### src/verilog/asr_cfg.svh
/*
 * Constants of the converter configuration register bank: offsets, reset values,
 * field positions and frame lengths. Assumes inclusion by bare name from verilog/.
 */
`ifndef ASR_CFG_SVH
`define ASR_CFG_SVH

// ----------------------------------------
// register offsets (13-bit address field)
// ----------------------------------------
`define ASR_ADDR_W 13
`define ASR_ADDR_PORTCFG 13'h0000
`define ASR_ADDR_PARTID 13'h0001
`define ASR_ADDR_GRADE 13'h0002
`define ASR_ADDR_CHSEL 13'h0005
`define ASR_ADDR_LOCAL 13'h0014
`define ASR_ADDR_STEP 13'h0001

// ----------------------------------------
// reset values and masks
// ----------------------------------------
`define ASR_PORTCFG_RST 8'h18
`define ASR_CHSEL_RST 8'h33
`define ASR_CHSEL_MASK 8'h33
`define ASR_LOCAL_RST 8'h00
`define ASR_ZERO_BYTE 8'h00
`define ASR_GRADE_LSB 4

// ----------------------------------------
// field positions
// ----------------------------------------
`define ASR_SOFT_HI 5
`define ASR_SOFT_LO 2
`define ASR_LSB_HI 6
`define ASR_LSB_LO 1
`define ASR_SEL_A 0
`define ASR_SEL_B 1
`define ASR_SEL_FRAME_CLK 4
`define ASR_SEL_DATA_CLK 5
`define ASR_RW_POS 14

// ----------------------------------------
// frame lengths
// ----------------------------------------
`define ASR_INSTR_LAST 4'hF
`define ASR_BYTE_LAST 4'h7
`define ASR_CNT_ZERO 4'h0
`define ASR_CNT_STEP 4'h1
`define ASR_NUM_COPIES 4

`endif

### src/verilog/asr_pkg.sv
/*
 * Types shared by the register bank modules.
 * Assumes asr_cfg.svh is available on the include path.
 */
`default_nettype none
package asr_pkg;
    // ----------------------------------------
    // serial frame phases
    // ----------------------------------------
    typedef enum logic [1:0] {
        ASR_IDLE = 2'h0,
        ASR_INSTR = 2'h1,
        ASR_DATA = 2'h2
    } asr_state_t;
endpackage
`default_nettype wire

### src/verilog/asr_local_if.sv
/*
 * Carrier between the serial controller and the per-channel register copies.
 * Assumes both ends run on mclk with the synchronised reset.
 */
`timescale 1ns/100ps
`default_nettype none
interface asr_local_if;
    logic wrLocal;
    logic [7:0] wrData;
    logic [3:0] selVec;
    logic softRst;
    logic [7:0] rdData;
    modport ctrl (output wrLocal, output wrData, output selVec, output softRst, input rdData);
    modport bank (input wrLocal, input wrData, input selVec, input softRst, output rdData);
endinterface
`default_nettype wire

### src/verilog/asr_local_bank.sv
/*
 * Per-channel copies of the local setup register: data A, data B, frame clock,
 * data clock. Assumes selVec order {data clock, frame clock, b, a} and a one-cycle
 * write strobe.
 */
`timescale 1ns/100ps
`default_nettype none
`include "asr_cfg.svh"
module asr_local_bank (
    input wire logic mclk,
    input wire logic rstSync_b,
    asr_local_if.bank lcl,
    output logic [3:0][7:0] copies
);
    // ----------------------------------------
    // replicated storage
    // ----------------------------------------
    genvar i;
    generate
        for (i = 0; i < `ASR_NUM_COPIES; i = i + 1) begin : g_copy
            wire hit = lcl.wrLocal && lcl.selVec[i];
            always_ff @(posedge mclk or negedge rstSync_b) begin
                if (!rstSync_b)
                    copies[i] <= `ASR_LOCAL_RST;
                else if (lcl.softRst)
                    copies[i] <= `ASR_LOCAL_RST;
                else if (hit)
                    copies[i] <= lcl.wrData;
            end
        end
    endgenerate

    // ----------------------------------------
    // readback: data channel A wins
    // ----------------------------------------
    assign lcl.rdData = lcl.selVec[0] ? copies[0] :
                        lcl.selVec[1] ? copies[1] :
                        lcl.selVec[2] ? copies[2] :
                        lcl.selVec[3] ? copies[3] : `ASR_ZERO_BYTE;
endmodule // asr_local_bank
`default_nettype wire

### src/verilog/asr_spi_regs.sv
/*
 * Configuration register bank of a dual converter behind a 3-wire serial port
 * with 16-bit instructions. Serial pins are sampled on mclk; each serial clock
 * phase must last at least two mclk periods.
 */
`timescale 1ns/100ps
`default_nettype none
`include "asr_cfg.svh"
module asr_spi_regs #(
    parameter logic [7:0] PART_ID = 8'h5A, // arbitrary value
    parameter logic [2:0] SPEED_GRADE = 3'h0 // arbitrary value
) (
    input wire logic mclk,
    input wire logic rst_b,
    input wire logic serialShiftClock,
    input wire logic portSelectLow,
    input wire logic sharedSerialLineIn,
    output logic sharedSerialLineOut,
    output logic sharedSerialLineOeN,
    output logic [7:0] channelSelect,
    output logic lsbFirst,
    output logic [3:0][7:0] channelSetup
);
    // ----------------------------------------
    // reset release
    // ----------------------------------------
    logic rstMeta_b;
    logic rstSync_b;
    always_ff @(posedge mclk or negedge rst_b) begin
        if (!rst_b) begin
            rstMeta_b <= 1'b0;
            rstSync_b <= 1'b0;
        end else begin
            rstMeta_b <= 1'b1;
            rstSync_b <= rstMeta_b;
        end
    end

    // ----------------------------------------
    // serial clock edges
    // ----------------------------------------
    logic sclkPrev;
    always_ff @(posedge mclk or negedge rstSync_b) begin
        if (!rstSync_b)
            sclkPrev <= 1'b0;
        else
            sclkPrev <= serialShiftClock;
    end
    wire sclkRise = serialShiftClock && !sclkPrev && !portSelectLow;
    wire sclkFall = !serialShiftClock && sclkPrev && !portSelectLow;

    // ----------------------------------------
    // frame sequencer
    // ----------------------------------------
    asr_pkg::asr_state_t state;
    logic [3:0] bitCnt;
    logic [14:0] instrSr;
    logic [6:0] dataSr;
    logic isRead;
    logic [12:0] addr;
    logic loadTx;
    logic wrStrobe;
    logic [12:0] wrAddr;
    logic [7:0] wrData;
    wire instrDone = (state == asr_pkg::ASR_INSTR) && sclkRise && (bitCnt == `ASR_INSTR_LAST);
    wire byteDone = (state == asr_pkg::ASR_DATA) && sclkRise && (bitCnt == `ASR_BYTE_LAST);
    wire [12:0] next_addr = instrDone ? {instrSr[11:0], sharedSerialLineIn} : addr + `ASR_ADDR_STEP;

    always_ff @(posedge mclk or negedge rstSync_b) begin
        if (!rstSync_b)
            state <= asr_pkg::ASR_IDLE;
        else if (portSelectLow)
            state <= asr_pkg::ASR_IDLE;
        else begin
            unique case (state)
                asr_pkg::ASR_IDLE: state <= asr_pkg::ASR_INSTR;
                asr_pkg::ASR_INSTR: if (instrDone) state <= asr_pkg::ASR_DATA;
                asr_pkg::ASR_DATA: state <= asr_pkg::ASR_DATA;
                default: state <= asr_pkg::ASR_IDLE;
            endcase
        end
    end

    always_ff @(posedge mclk or negedge rstSync_b) begin
        if (!rstSync_b)
            bitCnt <= `ASR_CNT_ZERO;
        else if (state == asr_pkg::ASR_IDLE || instrDone || byteDone)
            bitCnt <= `ASR_CNT_ZERO;
        else if (sclkRise)
            bitCnt <= bitCnt + `ASR_CNT_STEP;
    end

    always_ff @(posedge mclk or negedge rstSync_b) begin
        if (!rstSync_b) begin
            instrSr <= '0;
            dataSr <= '0;
        end else if (sclkRise) begin
            instrSr <= {instrSr[13:0], sharedSerialLineIn};
            dataSr <= {dataSr[5:0], sharedSerialLineIn};
        end
    end

    always_ff @(posedge mclk or negedge rstSync_b) begin
        if (!rstSync_b) begin
            isRead <= 1'b0;
            addr <= '0;
        end else if (instrDone || byteDone) begin
            if (instrDone)
                isRead <= instrSr[`ASR_RW_POS];
            addr <= next_addr;
        end
    end

    // writes are committed one cycle after the last data bit of each byte
    always_ff @(posedge mclk or negedge rstSync_b) begin
        if (!rstSync_b) begin
            wrStrobe <= 1'b0;
            wrAddr <= '0;
            wrData <= '0;
        end else begin
            wrStrobe <= byteDone && !isRead;
            if (byteDone) begin
                wrAddr <= addr;
                wrData <= {dataSr, sharedSerialLineIn};
            end
        end
    end

    // ----------------------------------------
    // register file
    // ----------------------------------------
    logic softPending;
    wire wrPortCfg = wrStrobe && (wrAddr == `ASR_ADDR_PORTCFG);
    wire wrChSel = wrStrobe && (wrAddr == `ASR_ADDR_CHSEL);
    wire wrLocal = wrStrobe && (wrAddr == `ASR_ADDR_LOCAL);
    wire softReq = wrPortCfg && (wrData[`ASR_SOFT_HI] || wrData[`ASR_SOFT_LO]);
    wire lsbReq = wrData[`ASR_LSB_HI] || wrData[`ASR_LSB_LO];

    always_ff @(posedge mclk or negedge rstSync_b) begin
        if (!rstSync_b)
            softPending <= 1'b0;
        else
            softPending <= softReq;
    end

    // global register: no selection term in its write decode
    always_ff @(posedge mclk or negedge rstSync_b) begin
        if (!rstSync_b)
            lsbFirst <= 1'b0;
        else if (softPending)
            lsbFirst <= 1'b0;
        else if (wrPortCfg)
            lsbFirst <= lsbReq;
    end

    always_ff @(posedge mclk or negedge rstSync_b) begin
        if (!rstSync_b)
            channelSelect <= `ASR_CHSEL_RST;
        else if (softPending)
            channelSelect <= `ASR_CHSEL_RST;
        else if (wrChSel)
            channelSelect <= wrData & `ASR_CHSEL_MASK;
    end

    // soft reset bits are not stored and always read back as zero
    wire [7:0] portCfgRd = `ASR_PORTCFG_RST | ({7'h00, lsbFirst} << `ASR_LSB_HI)
                         | ({7'h00, lsbFirst} << `ASR_LSB_LO);
    wire [7:0] gradeRd = {5'h00, SPEED_GRADE} << `ASR_GRADE_LSB;

    asr_local_if lcl ();
    assign lcl.wrLocal = wrLocal;
    assign lcl.wrData = wrData;
    assign lcl.softRst = softPending;
    assign lcl.selVec = {channelSelect[`ASR_SEL_DATA_CLK], channelSelect[`ASR_SEL_FRAME_CLK],
                         channelSelect[`ASR_SEL_B], channelSelect[`ASR_SEL_A]};

    asr_local_bank u_bank (
        .mclk(mclk),
        .rstSync_b(rstSync_b),
        .lcl(lcl),
        .copies(channelSetup)
    );

    wire [7:0] rdData = (addr == `ASR_ADDR_PORTCFG) ? portCfgRd :
                        (addr == `ASR_ADDR_PARTID) ? PART_ID :
                        (addr == `ASR_ADDR_GRADE) ? gradeRd :
                        (addr == `ASR_ADDR_CHSEL) ? channelSelect :
                        (addr == `ASR_ADDR_LOCAL) ? lcl.rdData : `ASR_ZERO_BYTE;

    // ----------------------------------------
    // readback shifter
    // ----------------------------------------
    logic [7:0] txByte;
    always_ff @(posedge mclk or negedge rstSync_b) begin
        if (!rstSync_b)
            loadTx <= 1'b0;
        else
            loadTx <= instrDone || byteDone;
    end

    always_ff @(posedge mclk or negedge rstSync_b) begin
        if (!rstSync_b)
            txByte <= '0;
        else if (loadTx)
            txByte <= rdData;
        else if (sclkFall && isRead && state == asr_pkg::ASR_DATA)
            txByte <= {txByte[6:0], 1'b0};
    end

    // line is released whenever the port is deselected
    always_ff @(posedge mclk or negedge rstSync_b) begin
        if (!rstSync_b) begin
            sharedSerialLineOut <= 1'b0;
            sharedSerialLineOeN <= 1'b1;
        end else if (portSelectLow || state != asr_pkg::ASR_DATA || !isRead) begin
            sharedSerialLineOut <= 1'b0;
            sharedSerialLineOeN <= 1'b1;
        end else if (sclkFall) begin
            sharedSerialLineOut <= txByte[7];
            sharedSerialLineOeN <= 1'b0;
        end
    end
endmodule // asr_spi_regs
`default_nettype wire

### config.mk
export PLATFORM = sky130hd
export DESIGN_NAME = asr_spi_regs
export DESIGN_NICKNAME = d
export VERILOG_FILES = /design/src/verilog/asr_pkg.sv /design/src/verilog/asr_local_if.sv /design/src/verilog/asr_local_bank.sv /design/src/verilog/asr_spi_regs.sv
export VERILOG_INCLUDE_DIRS = /design/src /design/src/verilog
export SDC_FILE = /design/constraint.sdc
export NUM_CORES = 1
export LEC_CHECK = 0
export ABC_AREA = 1
export ABC_CLOCK_PERIOD_IN_PS = 4100
export BUFFER_PORTS_ARGS = -buffer_cell sky130_fd_sc_hd__buf_2
export CAP_MARGIN = 20
export CORE_ASPECT_RATIO = 1.1
export CORE_MARGIN = 2
export CORE_UTILIZATION = 35
export DETAILED_ROUTE_END_ITERATION = 8
export GPL_TIMING_DRIVEN = 0
export MAX_ROUTING_LAYER = met4
export PLACE_DENSITY = 0.62
export SYNTH_ARGS = -nofsm -noshare
export SYNTH_HDL_FRONTEND = slang
export SYNTH_SLANG_ARGS = --single-unit
### constraint.sdc
create_clock -name mclk -period 4.1 [get_ports mclk]
set_clock_uncertainty 0.2 [all_clocks]
set_input_delay 0.82 -clock mclk [delete_from_list [all_inputs] [get_ports mclk]]
set_output_delay 0.82 -clock mclk [all_outputs]
set_load 0.01 [all_outputs]
Word-level counts from Yosys, hierarchy flattened
Index checks and enable logic that the tools add are counted.

Register bits: 120. Bits of input ports: 5. Output and inout port bits: 43. Logic and storage cells: 114.

$add $sub $neg: 2. Eq/ne operators: 12. Multiplexer cells: 33. Bitwise gates (word level): 1. Reductions and logical operators: 43.

Operators by type and width (count): 8-bit two-way mux (21); 13-bit by 3-bit equality test with 1-bit output (second input constant) (2); 13-bit by 5-bit equality test with 1-bit output (second input constant) (2); 13-bit zero test (2); 1-bit logical AND (19); 2-bit nonzero test (9); 13-bit by 1-bit adder with 13-bit output (second input constant) (1); 13-bit by 1-bit equality test with 1-bit output (second input constant) (1); 13-bit by 2-bit equality test with 1-bit output (second input constant) (1); 13-bit two-way mux (1); 4-bit two-way mux (2); 1-bit logical OR (7); 7-bit by 2-bit OR with 7-bit output (1); 1-bit two-way mux (6); 2-bit case mux with 3 select lines (1); 4-bit by 1-bit adder with 4-bit output (second input constant) (1); 4-bit by 3-bit equality test with 1-bit output (second input constant) (1); 4-bit equality test (second input constant) (1); 1-bit zero test (4); 2-bit two-way mux (2); 3-bit != test (second input constant) (1); 2-bit by 1-bit equality test with 1-bit output (second input constant) (1); 2-bit equality test (second input constant) (1); 2-bit zero test (1); other kinds (2) (2).

Logic depth before layout (Yosys ltp)
Depth in word-level cells: 10. Depth in mapped cells: 12. Depth with buffers taken out: 12.

Modules after synthesis
Synthesis repeated with hierarchy kept, for this count alone.

Cell total of the unflattened synthesis: 659. Area, all modules: 5413.9 um2.

Modules (own cells, without submodules): asr_spi_regs (times used 1, cells an instance 439, area each 3731.1 um2, seq. area each 1933.1 um2); asr_local_bank (times used 1, cells an instance 220, area each 1682.9 um2, seq. area each 800.8 um2).

Least setup slack after synthesis
OpenSTA, ideal clock, no wires.

Path type: input-to-reg. From: in portSelectLow. To: reg addr[10]. Setup time: 129 ps. Arrival: 1713 ps. Required time: 3771 ps. Slack: 2058 ps. Stages: 9. Buffers on the path: 1. Path through: inv_2 -> nand3_2 -> inv_2 -> nand4_2 -> buf_2 -> nor2_1 -> a21oi_1 -> o21ai_0 -> o21ai_0.

Longest elaborated chain between the ends: 5. Elaborated cells on any way between the ends: 8. Classes of those cells: mux (1); reduce/logical (7).

RTL lines: from (decl) (RTL line asr_spi_regs.sv:16) `input wire logic portSelectLow,`; 1-bit zero test * (RTL line asr_spi_regs.sv:49) `wire sclkRise = serialShiftClock && !sclkPrev && !portSelectLow;`; 1-bit logical AND * (RTL line asr_spi_regs.sv:49); 1-bit logical AND, on equally long branches (2 in series) (RTL line asr_spi_regs.sv:65, asr_spi_regs.sv:66); 13-bit two-way mux (no line) or 1-bit logical OR (tied branches); to (signal assigned) (RTL line asr_spi_regs.sv:110) `addr <= next_addr;`; to (decl) (RTL line asr_spi_regs.sv:60) `logic [12:0] addr;`.

Every way passes the cells marked *; elsewhere a longest branch is shown, timed or not. A chain may end at the register's enable or synchronous reset.

Final worst setup path
From: reg channelSelect[5]. To: out channelSelect[5].

RTL lines: from (decl) (RTL line asr_spi_regs.sv:20) `output logic [7:0] channelSelect,`; from (signal assigned) (RTL line asr_spi_regs.sv:158) `` channelSelect <= `ASR_CHSEL_RST; ``; from (signal assigned) (RTL line asr_spi_regs.sv:160) `` channelSelect <= `ASR_CHSEL_RST; ``; from (signal assigned) (RTL line asr_spi_regs.sv:162) `` channelSelect <= wrData & `ASR_CHSEL_MASK; ``.

No word-level cell between the ends.

==> flow_summary.toml <==
[grt]
grt_pass1_wl_mm = 21.75
grt_max_degree = 58
grt_overflow = 0
grt_pass1_vias = 4298
antenna_found_initial = 0
grtUsageTotal_pct = 17.89

[yosys]
ys_ff_latch = 109
synth_top_family_by_area = "simple AND/OR/NAND/NOR gates"
yosysTopAreaCell = "dfrtp_1"
synthXorXnorAreaFrac_pct = 1.363
synth.distinct_cells = 35
ys_seq_area_share_pct = 53.19
synthMuxAreaShare_pct = 0
syn_area_per_cell_sq_um = 8.290
synthSimpleGateAreaFrac_pct = 22.91
synth_cells = 620
yosysTopAreaCellShare_pct = 50.63
ys_warn_count = 0
synthTopCellsByArea = "dfrtp_1, nand2_1, o21ai_0"
netlist_area_sq_um = 5140
synth_compound_area_share_pct = 13.07
synthAdderAreaFrac_pct = 1.704

[routing]
drc = 0
drt_first_iter_violations = 407
drtAntennaViolNets = 0
viasPerCell = 5.097
num_vias = 4460
avgRoutedWirePerCell_microns = 15.13
wl_mm = 13.24
drt_pass1_iterations = 5

[sta]
max-slew-margin-rel_pct = 53.64
holdWs_ps = 39.10
setup_viol = 0
hold_viol = 0
tightest_slew_ps = 695.4
fmax_mhz = 463.2
finalMaxSlewViolations = 0
period_share_pct = 52.65
finalCriticalPeriod_ps = 2159
rsz0062_at_grt = "false"

[run_status]
status = "completed"

[clock_tree]
postCtsSetupRepairBufs = 0
cts_root_buf = "clkbuf_16"
clk_pin_slew_ps = 70
h-tree-depth = 3
cts_num_sinks = 109
ctsHoldBuffers = 0
post_cts_resized = 0
insertion_delay_ps = 360
clk_path_buf_depth = 2
cts_tree = "built"
numCtsBuffers = 9

[die]
num_rows = 46
die_h_microns = 131.1
io_pins = 48
fp.dieW_microns = 119.5
initial_core_util_pct = 35.72
core_sq_um = 14390
die_area_sq_um = 15670

[cells_and_area]
final_cells = 875
antenna_cells = 0
layout.nets = 690
drive_above_1_share_pct = 13.76
syn_to_final_growth_pct = 15.58
fin_area_sq_um = 5941
final_cell_mix = "nand2_1, dfrtp_1, o21ai_0"
final_common_cell = "nand2_1"

[critical_path]
crit_path_start_kind = "flip-flop"
cp_top_family = "flip-flops"
critPathRequiredTime_ps = 3080
slowest_stage = "dfstp_2"
cpPeakStageDelay_ps = 620
crit_chain = "buf_2"
critPathCaptureType = "output pin"
cp.arrival_ps = 1140
path_buf_inv = 1
cp_max_fo = 6
setup.worst_path.class = "reg -> out"

[placed_design]
io_buffers = 43
place.gp.congestion = 0.9244
dpl.cell_count = 859
dp_hpwl_mm = 9.795
placed_area_sq_um = 5638

[power_and_ir_drop]
p_int_w = 0.001694
total_leakage_power_nw = 2.871
ir_drop_mv = 0.2327
power_frac_comb_pct = 7.9
swShare_pct = 24.64
clkPwrFrac_pct = 39.5
pwr-share-seq_pct = 52.6
total_power_w = 0.002247
switchingPower_w = 0.0005536
power_density_nw_per_um2 = 378.3

[hold_path]
hold_class = "in -> async"

[job]
drv_cap = 0
[per-layer routing]
| metal | wire, microns | share of wire (%) | GRT usage, % | vias to the layer above |
|---|---|---|---|---|
| met1 | 5881 | 44 | 22.94 | 2163 |
| met3 | 638 | 4.8 | 3.950 | 33 |
| li1 | - | - | - | 2124 |
| met4 | 359 | 2.7 | 5.294 | 0 |
| met2 | 6359 | 48 | 28.48 | 140 |
| met5 | 0 | 0 | - | - |
[worst paths after layout]
| path | start | to | slack [ps] | cells past startpoint |
|---|---|---|---|---|
| max in group asynchronous | rstSync_b | channelSelect[1] | 2780 | 1 |
| setup reg to reg | channelSelect[5] | txByte[3] | 2020 | 8 |
| setup / recovery | channelSelect[5] | channelSelect[5] | 1940 | 1 |
| min in group mclk | rstMeta_b | rstSync_b | 150 | 0 |
| hold reg to reg | rstMeta_b | rstSync_b | 150 | 0 |
| hold / removal | rst_b | rstSync_b | 40 | 1 |
[final cells by class]
class / count / area (sq um)
Clock inverter: 5 / 60.06
Fill cell: 1460 / 8448
Buffer: 26 / 143.9
Clock buffer: 11 / 242.7
Timing Repair Buffer: 44 / 242.7
Inverter: 66 / 247.7
Tap cell: 192 / 240.2
Multi-Input combinational cell: 422 / 2026
Sequential cell: 109 / 2738
[cell usage after synthesis]
| library cell | number |
|---|---|
| nand2_1 | 166 |
| o22ai_1 | 1 |
| nor3_1 | 8 |
| o211ai_1 | 2 |
| nand2_2 | 2 |
| xor2_1 | 7 |
| clkbuf_1 | 11 |
| nor2_4 | 1 |
| nand3_2 | 2 |
| inv_1 | 62 |
| conb_1 | 2 |
| o21ai_0 | 88 |
| o221ai_1 | 7 |
| ha_1 | 7 |
| or2_2 | 3 |
| nand4_2 | 1 |
| nand4_1 | 2 |
| dfstp_2 | 5 |
| nand3_1 | 56 |
| and2_1 | 1 |
| buf_4 | 6 |
| o21ai_1 | 1 |
| nor2_2 | 1 |
| buf_2 | 7 |
| nor2_1 | 33 |
| nor3_2 | 1 |
| a2111oi_0 | 1 |
| o21bai_1 | 1 |
| buf_6 | 2 |
| a21oi_1 | 21 |
| inv_2 | 3 |
| dfrtp_1 | 104 |
| xnor2_1 | 1 |
| clkinv_1 | 1 |
| a22oi_1 | 3 |
[sequential cells by signal, indices dropped and copies added (netlist names)]
name,flops
sclkPrev,1
sharedSerialLineOeN,1
instrSr,15
sharedSerialLineOut,1
lsbFirst,1
addr,13
isRead,1
loadTx,1
lcl.softRst,1
txByte,8
channelSelect,4
u_bank.copies,32
bitCnt,4
wrAddr,13
rstSync_b,1
state,2
rstMeta_b,1
wrStrobe,1
lcl.wrData,8
[per-stage QoR]
| step | TNS [ps] | setup slack (ps) | util [%] |
|---|---|---|---|
| floorplan | 0 | 647.4 | - |
| global placement | -61780 | -609.1 | 38.97 |
| detailed placement | 0 | 1654 | 39.18 |
| CTS | 0 | 1941 | 41.29 |
| global route | 0 | 1828 | 41.29 |
| finish | 0 | 1941 | 41.29 |
[cell families (layout without fill, tap and decap cells)]
logic type,after synthesis,count (layout)
and+or+nand+nor,277,277
AOI/OAI and AO/OA,125,125
buffers and inverters,92,152
xor gates and xnor gates,8,8
other,2,5
adders and majority gates,7,7
DFF,109,109
[power groups by stage]
stage,combinational [W],clock [W],sequential [W]
after global routing,0.000209,0.000956,0.00119
after CTS,0.000182,0.000904,0.00118
final,0.000179,0.000887,0.00118
after global placement,0.000156,0,0.00121
after floorplan,0.000121,0,0.00120
after detailed placement,0.000179,0,0.00120
No activity file was read; power rests on OpenSTA's default activity.
